--- src/shared/cne_pkg.sv ---
/*
  Shared constants and types for the CAN node error and message object block.
  Assumes a 32-bit APB slave and a protocol core on the same clock.
*/
package cne_pkg;
  // Register byte offsets
  localparam logic [7:0] CNE_CTRL_OFS = 8'h00;
  localparam logic [7:0] CNE_STAT_OFS = 8'h04;
  localparam logic [7:0] CNE_OBJ_OFS = 8'h08;
  localparam logic [7:0] CNE_CNT_OFS = 8'h0C;
  localparam logic [7:0] CNE_WARN_OFS = 8'h10;
  localparam logic [7:0] CNE_IRQ_OFS = 8'h14;
  localparam logic [7:0] CNE_MASK_OFS = 8'h18;
  localparam logic [7:0] CNE_TSTAMP_OFS = 8'h1C;
  // Control bits
  localparam int CNE_CTRL_DIS = 0;
  localparam int CNE_CTRL_HOLD = 1;
  localparam int CNE_CTRL_SDT = 2;
  localparam int CNE_CTRL_STT = 3;
  localparam int CNE_CTRL_W = 4;
  // Status bits
  localparam int CNE_ST_ERROR_WARNING_STATUS = 0;
  localparam int CNE_ST_BUS_OFF_STATUS = 1;
  localparam int CNE_ST_SUSPEND_ACKNOWLEDGE = 2;
  localparam int CNE_ST_IDLE = 3;
  // Message object bits
  localparam int CNE_OBJ_VALID = 0;
  localparam int CNE_OBJ_TRANSMIT_REQUEST = 1;
  localparam int CNE_OBJ_NEW_DATA_FLAG = 2;
  localparam int CNE_OBJ_LOST = 3;
  localparam int CNE_OBJ_W = 4;
  // Interrupt event bits
  localparam int CNE_EV_WARN = 0;
  localparam int CNE_EV_BUS_OFF_STATUS = 1;
  localparam int CNE_EV_PREWARN = 2;
  localparam int CNE_EV_ALERT = 3;
  localparam int CNE_EV_LOST = 4;
  localparam int CNE_EV_TXOK = 5;
  localparam int CNE_EV_RXOK = 6;
  localparam int CNE_IRQ_W = 7;
  // Counter field position and reset values
  localparam int CNE_CNT_REC_LSB = 16;
  localparam logic [7:0] CNE_WARN_RST = 8'h60;
  localparam logic [7:0] CNE_PREWARN_REC = 8'h60;
  localparam logic [8:0] CNE_TEC_LIMIT = 9'h0FF;
  localparam logic [8:0] CNE_TEC_STEP = 9'h008;
  localparam logic [7:0] CNE_BUS_OFF_STATUS_CNT = 8'h01;
  localparam logic [7:0] CNE_RECOV_IDLES = 8'h80;
  localparam logic [3:0] CNE_IDLE_BITS = 4'hB;
  // Events from the protocol core, one-cycle pulses
  typedef struct packed {
    logic bit_tick;
    logic tx_err;
    logic rx_err;
    logic tx_ok;
    logic rx_ok;
    logic rx_data;
    logic rx_remote;
    logic tx_sel;
  } cne_ev_s;
  // Levels back to the protocol core
  typedef struct packed {
    logic node_off;
    logic tx_pending;
    logic single_trial;
  } cne_core_s;
  typedef enum logic [1:0] {
    CNE_ACTIVE = 2'b01,
    CNE_RECOVER = 2'b10
  } cne_state_e;
endpackage

--- src/verilog/cne_idle_det.sv ---
/*
  Receive line synchroniser and bus idle detector.
  Assumes bit_tick marks each sample point of the actual bit time.
*/
`timescale 1ns/1ps
module cne_idle_det (
  input wire logic clk_in,
  input wire logic nrst_in,
  input wire logic rx_pin_in,
  input wire logic bit_tick_in,
  output logic idle_pulse_out,
  output logic bus_idle_out
);
  import cne_pkg::*;
  logic rx_meta_reg;
  logic rx_sync_reg;
  logic [3:0] run_reg;

  // Two-stage synchroniser; only the second stage is read
  always_ff @(posedge clk_in) begin
    if (!nrst_in) begin
      rx_meta_reg <= 1'b1;
      rx_sync_reg <= 1'b1;
    end else begin
      rx_meta_reg <= rx_pin_in;
      rx_sync_reg <= rx_meta_reg;
    end
  end

  // Count recessive samples; every full run of eleven is one idle period
  always_ff @(posedge clk_in) begin
    if (!nrst_in) begin
      run_reg <= 4'h0;
      idle_pulse_out <= 1'b0;
      bus_idle_out <= 1'b0;
    end else begin
      idle_pulse_out <= 1'b0;
      if (bit_tick_in) begin
        if (!rx_sync_reg) begin
          run_reg <= 4'h0; // Dominant bit breaks the run
          bus_idle_out <= 1'b0;
        end else if (run_reg == CNE_IDLE_BITS - 4'h1) begin
          run_reg <= 4'h0;
          idle_pulse_out <= 1'b1;
          bus_idle_out <= 1'b1;
        end else begin
          run_reg <= run_reg + 4'h1;
        end
      end
    end
  end
endmodule

--- src/verilog/cne_msg_obj.sv ---
/*
  One message object: valid, transmit request, new data and lost flags.
  Assumes core events are single-cycle pulses and never coincide per kind.
*/
`timescale 1ns/1ps
module cne_msg_obj (
  input wire logic clk_in,
  input wire logic nrst_in,
  input cne_pkg::cne_ev_s ev_in,
  input wire logic sdt_in,
  input wire logic stt_in,
  input wire logic wr_in,
  input wire logic [cne_pkg::CNE_OBJ_W-1:0] wdata_in,
  output logic [cne_pkg::CNE_OBJ_W-1:0] obj_out,
  output logic lost_ev_out
);
  import cne_pkg::*;
  logic valid_reg;
  logic transmit_request_reg;
  logic new_data_flag_reg;
  logic lost_reg;
  logic extra_reg;

  assign obj_out = {lost_reg, new_data_flag_reg, transmit_request_reg, valid_reg};

  // Software writes first, hardware events after so that hardware events win
  always_ff @(posedge clk_in) begin
    if (!nrst_in) begin
      valid_reg <= 1'b0;
      transmit_request_reg <= 1'b0;
      new_data_flag_reg <= 1'b0;
      lost_reg <= 1'b0;
      extra_reg <= 1'b0;
      lost_ev_out <= 1'b0;
    end else begin
      lost_ev_out <= 1'b0;
      if (wr_in) begin
        valid_reg <= wdata_in[CNE_OBJ_VALID];
        transmit_request_reg <= wdata_in[CNE_OBJ_TRANSMIT_REQUEST];
        new_data_flag_reg <= wdata_in[CNE_OBJ_NEW_DATA_FLAG];
        lost_reg <= wdata_in[CNE_OBJ_LOST];
        extra_reg <= 1'b0;
      end
      if (valid_reg && ev_in.rx_data) begin
        new_data_flag_reg <= 1'b1;
        if (new_data_flag_reg) begin
          lost_reg <= 1'b1;
          lost_ev_out <= 1'b1;
        end
        if (sdt_in) valid_reg <= 1'b0;
      end
      if (valid_reg && ev_in.rx_remote) begin
        transmit_request_reg <= 1'b1;
        new_data_flag_reg <= transmit_request_reg;
        if (sdt_in) valid_reg <= 1'b0;
      end
      // Single trial drops the request on selection, so errors never retry
      if (ev_in.tx_sel && stt_in) transmit_request_reg <= 1'b0;
      if (ev_in.tx_ok) begin
        if (sdt_in) begin
          valid_reg <= 1'b0;
          transmit_request_reg <= 1'b0;
        end else if (new_data_flag_reg && !extra_reg && !stt_in) begin
          extra_reg <= 1'b1; // keep one more frame queued
        end else begin
          transmit_request_reg <= 1'b0; // one frame per request
          new_data_flag_reg <= 1'b0;
          extra_reg <= 1'b0;
        end
      end
    end
  end
endmodule

--- src/verilog/cne_top.sv ---
/*
  CAN node error handling, bus-off recovery, node disable and one message
  object, with an APB register file and a level interrupt.
  Assumes the protocol core runs on clk_in and reports its events as
  one-cycle pulses; the receive pin is asynchronous.
*/
// Implementation choices: the address map and register access over APB.
`timescale 1ns/1ps
module cne_top (
  input wire logic clk_in,
  input wire logic nrst_in,
  input wire logic psel_in,
  input wire logic penable_in,
  input wire logic pwrite_in,
  input wire logic [7:0] paddr_in,
  input wire logic [31:0] pwdata_in,
  output logic [31:0] prdata_out,
  output logic pready_out,
  output logic pslverr_out,
  input wire logic rx_pin_in,
  input cne_pkg::cne_ev_s ev_in,
  output cne_pkg::cne_core_s core_out,
  output logic irq_out
);
  import cne_pkg::*;

  // Word-aligned address check used by write enable and error answer
  function automatic logic cne_mapped(input logic [7:0] a);
    cne_mapped = (a[1:0] == 2'b00) && (a <= CNE_TSTAMP_OFS);
  endfunction

  // Down-count that stops at zero
  function automatic logic [8:0] cne_dec(input logic [8:0] v);
    cne_dec = (v == 9'h000) ? v : v - 9'h001;
  endfunction

  logic [CNE_CTRL_W-1:0] ctrl_reg;
  logic [7:0] warn_lvl_reg;
  logic [CNE_IRQ_W-1:0] irq_stat_reg;
  logic [CNE_IRQ_W-1:0] irq_mask_reg;
  logic [15:0] tstamp_reg;
  logic suspend_acknowledge_reg;
  cne_state_e state_reg;
  logic [8:0] tec_reg;
  logic [8:0] tec_next;
  logic [7:0] rec_reg;
  logic [8:0] rec_next;
  logic [7:0] idles_reg;
  logic error_warning_status_reg;
  logic error_warning_status_next;
  logic bus_off_status_reg;
  logic ev_warn_reg;
  logic ev_bus_off_status_reg;
  logic ev_pre_reg;
  logic ev_alert_reg;
  logic idle_pulse;
  logic bus_idle;
  logic [CNE_OBJ_W-1:0] obj;
  logic lost_ev;
  logic acc_done;
  logic wr_en;
  logic rd_irq;
  logic [CNE_IRQ_W-1:0] irq_ev;
  logic [31:0] rd_mux;
  logic wr_ctrl;
  logic wr_warn;
  logic wr_mask;
  logic wr_obj;
  logic [CNE_IRQ_W-1:0] irq_clr;
  logic [7:0] rec_inc;
  logic [7:0] idles_inc;

  cne_idle_det u_idle (
    .clk_in(clk_in),
    .nrst_in(nrst_in),
    .rx_pin_in(rx_pin_in),
    .bit_tick_in(ev_in.bit_tick),
    .idle_pulse_out(idle_pulse),
    .bus_idle_out(bus_idle)
  );

  cne_msg_obj u_obj (
    .clk_in(clk_in),
    .nrst_in(nrst_in),
    .ev_in(ev_in),
    .sdt_in(ctrl_reg[CNE_CTRL_SDT]),
    .stt_in(ctrl_reg[CNE_CTRL_STT]),
    .wr_in(wr_obj),
    .wdata_in(pwdata_in[CNE_OBJ_W-1:0]),
    .obj_out(obj),
    .lost_ev_out(lost_ev)
  );

  // APB handshake: one wait-free access cycle after setup
  assign acc_done = psel_in && penable_in && pready_out;
  assign wr_en = acc_done && pwrite_in && cne_mapped(paddr_in);
  assign rd_irq = acc_done && !pwrite_in && paddr_in == CNE_IRQ_OFS;

  // One strobe per writable register; read-only offsets get none, so a
  // write there is dropped without an error answer
  assign wr_ctrl = wr_en && paddr_in == CNE_CTRL_OFS;
  assign wr_warn = wr_en && paddr_in == CNE_WARN_OFS;
  assign wr_mask = wr_en && paddr_in == CNE_MASK_OFS;
  assign wr_obj = wr_en && paddr_in == CNE_OBJ_OFS;

  always_ff @(posedge clk_in) begin
    if (!nrst_in) begin
      pready_out <= 1'b0;
      pslverr_out <= 1'b0;
      prdata_out <= 32'h00000000;
    end else begin
      pready_out <= psel_in && !penable_in;
      pslverr_out <= psel_in && !penable_in && !cne_mapped(paddr_in);
      if (psel_in && !penable_in && !pwrite_in) begin
        prdata_out <= rd_mux;
      end
    end
  end

  // Read data is captured in setup, so it shows state one cycle early
  always_comb begin
    rd_mux = 32'h00000000;
    unique case (paddr_in)
      CNE_CTRL_OFS: rd_mux[CNE_CTRL_W-1:0] = ctrl_reg;
      CNE_STAT_OFS: rd_mux[CNE_ST_IDLE:0] = {bus_idle, suspend_acknowledge_reg, bus_off_status_reg, error_warning_status_reg};
      CNE_OBJ_OFS: rd_mux[CNE_OBJ_W-1:0] = obj;
      CNE_CNT_OFS: begin
        rd_mux[8:0] = tec_reg;
        rd_mux[CNE_CNT_REC_LSB +: 8] = rec_reg;
      end
      CNE_WARN_OFS: rd_mux[7:0] = warn_lvl_reg;
      CNE_IRQ_OFS: rd_mux[CNE_IRQ_W-1:0] = irq_stat_reg;
      CNE_MASK_OFS: rd_mux[CNE_IRQ_W-1:0] = irq_mask_reg;
      CNE_TSTAMP_OFS: rd_mux[15:0] = tstamp_reg;
      default: rd_mux = 32'h00000000;
    endcase
  end

  // Control and configuration; bus-off forces the hold bit on
  always_ff @(posedge clk_in) begin
    if (!nrst_in) begin
      ctrl_reg <= 4'h0;
      warn_lvl_reg <= CNE_WARN_RST;
      irq_mask_reg <= 7'h00;
    end else begin
      if (wr_ctrl) begin
        ctrl_reg <= pwdata_in[CNE_CTRL_W-1:0];
      end
      if (wr_warn) begin
        warn_lvl_reg <= pwdata_in[7:0];
      end
      if (wr_mask) begin
        irq_mask_reg <= pwdata_in[CNE_IRQ_W-1:0];
      end
      if (ev_bus_off_status_reg) begin
        ctrl_reg[CNE_CTRL_HOLD] <= 1'b1;
      end
    end
  end

  // Suspend acknowledge only once the bus has gone idle
  always_ff @(posedge clk_in) begin
    if (!nrst_in) begin
      suspend_acknowledge_reg <= 1'b0;
    end else begin
      suspend_acknowledge_reg <= ctrl_reg[CNE_CTRL_DIS] && (suspend_acknowledge_reg || bus_idle);
    end
  end

  // Time stamp follows actual bit times, so resync stretches it
  always_ff @(posedge clk_in) begin
    if (!nrst_in) begin
      tstamp_reg <= 16'h0000;
    end else if (ev_in.bit_tick) begin
      tstamp_reg <= tstamp_reg + 16'h0001;
    end
  end

  // Error counter steps while the node is active
  always_comb begin
    tec_next = tec_reg;
    rec_next = {1'b0, rec_reg};
    if (ev_in.tx_err) begin
      tec_next = tec_reg + CNE_TEC_STEP;
    end else if (ev_in.tx_ok) begin
      tec_next = cne_dec(tec_reg);
    end
    if (ev_in.rx_err && rec_reg != 8'hFF) begin
      rec_next = {1'b0, rec_reg} + 9'h001;
    end else if (ev_in.rx_ok) begin
      rec_next = cne_dec({1'b0, rec_reg});
    end
    error_warning_status_next = (tec_next >= {1'b0, warn_lvl_reg}) || (rec_next >= {1'b0, warn_lvl_reg});
  end

  // Recovery steps, shared by the threshold compares and the updates
  assign rec_inc = rec_reg + 8'h01;
  assign idles_inc = idles_reg + 8'h01;

  // Node state: active, or bus-off with automatic recovery
  always_ff @(posedge clk_in) begin
    if (!nrst_in) begin
      state_reg <= CNE_ACTIVE;
      tec_reg <= 9'h000;
      rec_reg <= 8'h00;
      idles_reg <= 8'h00;
      error_warning_status_reg <= 1'b0;
      bus_off_status_reg <= 1'b0;
      ev_warn_reg <= 1'b0;
      ev_bus_off_status_reg <= 1'b0;
      ev_pre_reg <= 1'b0;
      ev_alert_reg <= 1'b0;
    end else begin
      ev_warn_reg <= 1'b0;
      ev_bus_off_status_reg <= 1'b0;
      ev_pre_reg <= 1'b0;
      ev_alert_reg <= 1'b0;
      unique case (state_reg)
        CNE_ACTIVE: begin
          if (tec_next > CNE_TEC_LIMIT) begin
            state_reg <= CNE_RECOVER;
            tec_reg <= {1'b0, CNE_BUS_OFF_STATUS_CNT};
            rec_reg <= CNE_BUS_OFF_STATUS_CNT;
            bus_off_status_reg <= 1'b1;
            error_warning_status_reg <= 1'b0;
            ev_bus_off_status_reg <= 1'b1;
            idles_reg <= 8'h00;
          end else begin
            tec_reg <= tec_next;
            rec_reg <= rec_next[7:0];
            error_warning_status_reg <= error_warning_status_next;
            ev_warn_reg <= error_warning_status_next && !error_warning_status_reg;
          end
        end
        CNE_RECOVER: begin
          // Recovery needs no software start; idle periods drive it
          if (idle_pulse) begin
            rec_reg <= rec_inc;
            idles_reg <= idles_inc;
            if (rec_inc == CNE_PREWARN_REC) begin
              error_warning_status_reg <= 1'b1;
              ev_pre_reg <= 1'b1;
            end
            if (idles_inc == CNE_RECOV_IDLES) begin
              state_reg <= CNE_ACTIVE; // hold bit stays set
              tec_reg <= 9'h000;
              rec_reg <= 8'h00;
              error_warning_status_reg <= 1'b0;
              bus_off_status_reg <= 1'b0;
              ev_alert_reg <= 1'b1;
            end
          end
        end
        default: state_reg <= CNE_ACTIVE;
      endcase
    end
  end

  assign irq_ev = {ev_in.rx_ok, ev_in.tx_ok, lost_ev, ev_alert_reg, ev_pre_reg, ev_bus_off_status_reg, ev_warn_reg};

  // A read clears only the bits it returned at setup; an event that lands
  // between setup and access stays pending instead of being lost
  assign irq_clr = rd_irq ? prdata_out[CNE_IRQ_W-1:0] : 7'h00;

  // Sticky status cleared by reading it; a new event in that cycle survives
  always_ff @(posedge clk_in) begin
    if (!nrst_in) begin
      irq_stat_reg <= 7'h00;
      irq_out <= 1'b0;
    end else begin
      irq_stat_reg <= (irq_stat_reg & ~irq_clr) | irq_ev;
      irq_out <= |(irq_stat_reg & irq_mask_reg);
    end
  end

  // Core view; the disable bit reaches the core only through the suspend
  // acknowledge, which is what makes a short disable request harmless
  always_ff @(posedge clk_in) begin
    if (!nrst_in) begin
      core_out <= '0;
    end else begin
      core_out.node_off <= bus_off_status_reg || ctrl_reg[CNE_CTRL_HOLD] || suspend_acknowledge_reg;
      core_out.tx_pending <= obj[CNE_OBJ_VALID] && obj[CNE_OBJ_TRANSMIT_REQUEST];
      core_out.single_trial <= ctrl_reg[CNE_CTRL_STT];
    end
  end
endmodule

--- config.mk ---
export PLATFORM = sky130hd
export DESIGN_NAME = cne_top
export DESIGN_NICKNAME = d
export VERILOG_FILES = /design/src/shared/cne_pkg.sv /design/src/verilog/cne_idle_det.sv /design/src/verilog/cne_msg_obj.sv /design/src/verilog/cne_top.sv
export SDC_FILE = /design/constraint.sdc
export NUM_CORES = 1
export LEC_CHECK = 0
export BUFFER_PORTS_ARGS = -buffer_cell sky130_fd_sc_hd__buf_2
export CORE_ASPECT_RATIO = 0.75
export CORE_MARGIN = 10
export CORE_UTILIZATION = 44
export DETAILED_ROUTE_END_ITERATION = 8
export GPL_TIMING_DRIVEN = 0
export PLACE_DENSITY = 0.69
export SLEW_MARGIN = 20
export SYNTH_ARGS = -nofsm -noshare
export SYNTH_HDL_FRONTEND = slang
export SYNTH_SLANG_ARGS = --single-unit
--- constraint.sdc ---
create_clock -name clk_in -period 2.9 [get_ports clk_in]
set_input_delay 0.145 -clock clk_in [delete_from_list [all_inputs] [get_ports clk_in]]
set_output_delay 0.145 -clock clk_in [all_outputs]
set_load 0.005 [all_outputs]
# == Word-level counts from Yosys, hierarchy flattened ==
# Index checks and enable logic that the tools add are counted.
# op_classes
addsub,8
multipliers,0
n_div,0
order_cmp,4
eq_ne,18
shift,0
muxes,74
bitwise,6
reduce_logical,52
# op_table
operator,n
2-to-1 mux 9 bit,9
2-to-1 mux 8 bit,6
2-to-1 mux 1 bit,41
"== test 8 x 5 -> 1 bit, second input constant",4
one-hot mux 4 bit (8 select lines),1
one-hot mux 8 bit (2 select lines),2
logical AND 1 bit,23
greater-or-equal comparator 9 x 8 -> 1 bit,2
one-hot mux 9 bit (2 select lines),1
AND reduction 3 bit,6
"adder 16 x 1 -> 16 bit, second input constant",1
"adder 8 x 1 -> 8 bit, second input constant",2
"== test 8 x 4 -> 1 bit, second input constant",2
zero test 8 bit,2
one-hot mux 3 bit (5 select lines),1
AND 7 bit,2
2-to-1 mux 7 bit,2
"adder 8 x 1 -> 9 bit, second input constant",1
"adder 9 x 4 -> 9 bit, second input constant",1
"> comparator 9 x 8 -> 1 bit, second input constant",1
zero test 9 bit,1
"subtractor 8 x 1 -> 9 bit, second input constant",1
"subtractor 9 x 1 -> 9 bit, second input constant",1
"== test 8 x 3 -> 1 bit, second input constant",1
other kinds (27),48
# totals
reg_bits,120
latchBits,0
mem_bits_rw,0
rom_bits,0
memories,0

# == Logic depth before layout (Yosys ltp) ==
# logic_depth
depth_word,12
mapped_depth,14
mapped_depth_nobuf,13

# == Modules after synthesis ==
# Synthesis repeated with hierarchy kept, for this count alone.
# hier_totals
hier_cells,778
hier_area_um2,6517.5
# modules_own_cells
mod,n_inst,cells_per_inst,area_per_inst_um2,seq_area_each_um2
cne_top,1,710,5864.4,2122.0
cne_idle_det,1,36,329.1,160.2
cne_msg_obj,1,32,324.1,120.1

# == Worst setup path after synthesis ==
# No wires, ideal clock.
# synth_path
path_type,register to register
startpoint,reg tec_reg[0]
endpoint,reg error_warning_status_reg
setup_ps,139
arrival_time_ps,2635
path_slack_ps,126
stages_incl_launch_ff,14
n_path_buf,0
period_less_slack_ps,2774
path_cell_list,dfxtp_1 -> inv_1 -> ha_1 -> or3b_2 -> a211oi_1 -> xnor2_1 -> o21ai_0 -> ha_1 -> a211oi_1 -> o211ai_1 -> o221ai_1 -> o2111ai_1 -> o21ai_0 -> a221oi_1
# synth_via
elab_chain_cells,8
word_cells_on_any_way,11
classes_between,add/sub (2); order compare (2); mux (5); reduce/logical (2)
# synth_rtl
item,line_no,source
from (decl),cne_top.sv:44,logic [8:0] tec_reg;
from (signal assigned),cne_top.sv:222,"tec_reg <= {1'b0, CNE_BUS_OFF_STATUS_CNT};"
from (signal assigned),cne_top.sv:229,tec_reg <= tec_next;
subtractor 9 x 1 -> 9 bit / zero test 9 bit (equally long branches),cne_top.sv:34,cne_dec = (v == 9'h000) ? v : v - 9'h001;
2-to-1 mux 9 bit,cne_top.sv:34,
2-to-1 mux 9 bit,cne_top.sv:185,end else if (ev_in.tx_ok) begin
2-to-1 mux 9 bit (*),cne_top.sv:183,if (ev_in.tx_err) begin
greater-or-equal comparator 9 x 8 -> 1 bit,cne_top.sv:193,"error_warning_status_next = (tec_next >= {1'b0, warn_lvl_reg}) || (rec_next >= {1'b0, warn_lvl_reg});"
logical OR 1 bit,cne_top.sv:193,
2-to-1 mux 1 bit (*),cne_top.sv:220,if (tec_next > CNE_TEC_LIMIT) begin
one-hot mux 1 bit (2 select lines) (*),cne_top.sv:218,unique case (state_reg)
to (signal assigned),cne_top.sv:231,error_warning_status_reg <= error_warning_status_next;
to (decl),cne_top.sv:49,logic error_warning_status_reg;
# Mark *: on every way between the ends. The rest lies on a longest branch, timed or not.
# A chain may end at the register's enable or synchronous reset.

# == Worst setup path after layout ==
# layout_path
startpoint,reg rec_reg[4]
endpoint,reg error_warning_status_reg
# layout_via
elab_chain_cells,8
word_cells_on_any_way,16
classes_between,add/sub (3); order compare (1); eq/ne (3); mux (5); reduce/logical (4)
# layout_rtl
item,line_no,source
from (decl),cne_top.sv:46,logic [7:0] rec_reg;
from (signal assigned),cne_top.sv:230,rec_reg <= rec_next[7:0];
from (signal assigned),cne_top.sv:238,rec_reg <= rec_inc;
subtractor 8 x 1 -> 9 bit / zero test 8 bit (equally long branches),cne_top.sv:34,
2-to-1 mux 9 bit,cne_top.sv:34,
2-to-1 mux 9 bit,cne_top.sv:190,end else if (ev_in.rx_ok) begin
2-to-1 mux 9 bit,cne_top.sv:188,if (ev_in.rx_err && rec_reg != 8'hFF) begin
greater-or-equal comparator 9 x 8 -> 1 bit,cne_top.sv:193,
logical OR 1 bit,cne_top.sv:193,
2-to-1 mux 1 bit,cne_top.sv:220,
one-hot mux 1 bit (2 select lines),cne_top.sv:218,
# Several ways; a longest one is shown, not always the timed one.

==> out/summary.md <==
## Status
• **status** finished, final reports clean

## Finish
• **commonest non-fill, non-tap cells in the layout** dfxtp_1, nor2_1, nand2_1
• **final net count** 957
• **max reg flops** 24
• **number of cells in the finished layout apart from fillers** 1,087
• **final non-filler cell area** 8170 um^2
• **final standard cell utilization of the core** 55.9%
• **layout cells sized above 1** 21.5%
• **leading cell type in the layout, fill and taps excluded** dfxtp_1
• **area grow syn2layout** 23.8%
• **diode count** 0

## Worst setup path
• **slowest cell on the critical path** or4_4
• **largest driver fanout on the critical path** 3
• **Crit. End Element** register
• **arrival time at the worst endpoint** 3.14 ns
• **series of cell instances along the critical path** or4_4 -> o41ai_4 -> mux2i_1 -> mux2_4 -> ha_1 -> a211oi_2 -> nor4_2 -> o21a_1 -> o21ai_1 -> a221oi_1
• **Required @ worst endpoint** 3.15 ns
• **CP max stage delay** 0.55 ns
• **Worst Setup Path Type** register to register
• **cell type group with the largest total delay on the critical path** compound AO/OA/AOI/OAI gates
• **Critical Path Source Type** register
• **sum of buffers and inverters on the critical path** 0

## Global routing
• **pin count of the biggest net entering global routing** 17
• **initial antenna violation count** 0
• **GRT Residual Overflow** 0
• **first-pass GRT wire length** 32,700 um
• **total global-route track usage** 19.9%
• **via count of the first global-routing pass** 5,838

## Detailed routing
• **average vias per placed instance** 5.85
• **post-detailed-route DRC marker count** 0
• **Avg WL per Cell** 19.3 um
• **via count** 6,354
• **Initial DRC Count** 628
• **routed wire length** 21,000 um
• **Pre-Repair DR Iteration Count** 5
• **number of nets with antenna violations after detailed routing** 0

## Pwr
• **total power density per cell area** 848 nW/um^2
• **Lkg Pwr** 3.21 nW
• **peak supply drop** 484 uV

## Floorplanning
• **Starting Density** 45.2%
• **Placeable Area** 14,600 um^2
• **std cell rows** 38
• **I/O pin count** 92
• **height of the die** 126 um
• **area of the die** 20,300 um^2
• **die extent in x** 161 um

## Logic synthesis
• **mean cell area of the mapped netlist** 8.50 um^2
• **share of flip-flops with an asynchronous set or reset** 0%
• **count of distinct cell types in the synthesized netlist** 83
• **most used flip-flop cell after synthesis** dfxtp_1
• **share of Yosys cell area claimed by the top area cell type** 36.4%
• **number of synthesized register bits** 120
• **post-synthesis cell area** 6590 um^2
• **number of flops mapped to enable cells by yosys** 0
• **leading cell types by total area after synthesis** dfxtp_1, ha_1, a21oi_1
• **Yosys top cell by area** dfxtp_1
• **Cells after Synth** 776
• **number of warnings printed during yosys synthesis** 0
• **sequential fraction of the synthesis area** 36.4%

## Timing
• **count of pins over their slew limit** 0
• **Total Negative Setup Slacks** 0 ns
• **portion of the clock cycle consumed by the worst path in the final layout** 99.4%
• **setup repair after global routing missed its margin** yes
• **Min Clock Period, post-route** 2.88 ns
• **worst clock skew on the final layout** 0.00879 ns
• **total count of hold-check failures in the final report** 0
• **Rel. slew slack** 35.5%
• **pin slew with the least headroom to its limit** 0.961 ns
• **Setup Viol. Count Final** 0
• **maximum clock frequency** 347 MHz

## Clock network
• **CTS tree** done
• **# clock sinks** 120
• **Clock Tree Buf Depth** 2
• **number of buffers inserted during clock tree synthesis** 17
• **# H-tree levels** 4
• **clock root buffer master** clkbuf_16
• **Reg clk slew, reported paths** 0.06 ns
• **Clk Latency, worst-skew pair** 0.41 ns

## Placement
• **DP HPWL** 15,000 um
• **DP Cell Count** 1,036
• **weighted congestion at the end of routability-driven global placement** 0.920
• **Cell Area, Placed** 7140 um^2
• **count of buffers from port buffering** 53

## Hold path
• **Hold WC Path Type** input port to register

## Job
• **Max-Cap Viols** 0

logic make-up (layout without fill, tap and decap cells):
| family | count (synthesis) | after routing | share of synthesized area (%) |
|---|---|---|---|
| XOR/XNOR | 32 | 32 | 4.25 |
| buffers and inverters | 74 | 178 | 5.75 |
| AND/OR/NAND/NOR | 289 | 289 | 22.4 |
| flip-flops | 120 | 120 | 36.4 |
| AO/OA/AOI/OAI | 199 | 199 | 20.2 |
| other | 1 | 8 | 0.0569 |
| adder cells (fa/ha/maj) | 28 | 28 | 5.31 |
| multiplexers | 33 | 33 | 5.67 |
timing repair:
action | 4_1_cts | 5_1_grt
buffers inserted | 5 | 12
pin swaps | 12 | 21
gates resized for setup | 31 | 38
endpoints found under the hold margin | 8 | 0
gates cloned | 0 | 0
hold buffers | 6 | 0
endpoints found under the setup margin | 2 | 3
where the power goes:
group / internal, W / total, W / switching (W)
logic: 0.00128 / 0.00271 / 0.00143
clock network: 0.00144 / 0.00219 / 0.000755
registers: 0.00181 / 0.00202 / 0.000217
total: 0.00453 / 0.00693 / 0.00240
metal layers:
metal  global-route usage (%)  wire [um]  vias to the layer above
li1                         -          -                     2998
met1                     28.8       9810                     2982
met2                     27.9       8720                      336
met3                     5.01       2040                       38
met4                     6.78        418                        0
met5                        0          0                        -
cell type report:
type,instances,area (um^2)
tap,200,250
clock inverter,7,116
inverter,22,87.6
fill,1331,6430
sequential,120,2420
multi-input combinational,589,4040
buffer,49,304
timing repair buffer,76,453
clock buffer,24,492
cell usage after synthesis (all sizes together), types with 9 or more instances:
cell and instances:
a211oi 10, a21oi 62, a22oi 18, a31oi 9, and3 12, buf 16
clkbuf 35, dfxtp 120, ha 28, inv 21, mux2i 28, nand2 64
nand3 42, nand4 14, nor2 76, nor3 22, o21a 10, o21ai 40
xnor2 21, xor2 11
per-stage QoR:
step           power [W]  setup WS (ns)  hold slack [ns]
6_report         0.00693         0.0178           0.0213
2_1_floorplan    0.00354          0.126            0.229
3_3_place_gp     0.00404         -0.475            0.327
5_1_grt          0.00729         -0.127           0.0414
3_5_place_dp     0.00407         -0.449            0.343
4_1_cts          0.00652        0.00899           0.0112
worst register-to-register path, stage by stage (launching register included):
cell and delay [ns]:
dfxtp_4 0.34, or4_4 0.55, o41ai_4 0.38, mux2i_1 0.12, mux2_4 0.30, ha_1 0.29, a211oi_2 0.25, nor4_2 0.06
o21a_1 0.19, o21ai_1 0.15, a221oi_1 0.09
path summary, 6_finish.rpt:
check / start / end / slack (ns) / cells after the start
setup reg to reg: rec_reg[4] / error_warning_status_reg / 0.02 / 10
hold / removal: ev_in[1] / u_obj.transmit_request_reg / 0.02 / 3
setup / recovery: rec_reg[4] / error_warning_status_reg / 0.02 / 10
hold reg to reg: u_idle.rx_meta_reg / u_idle.rx_sync_reg / 0.41 / 1
Note: power is estimated with default switching activity, not from simulation.
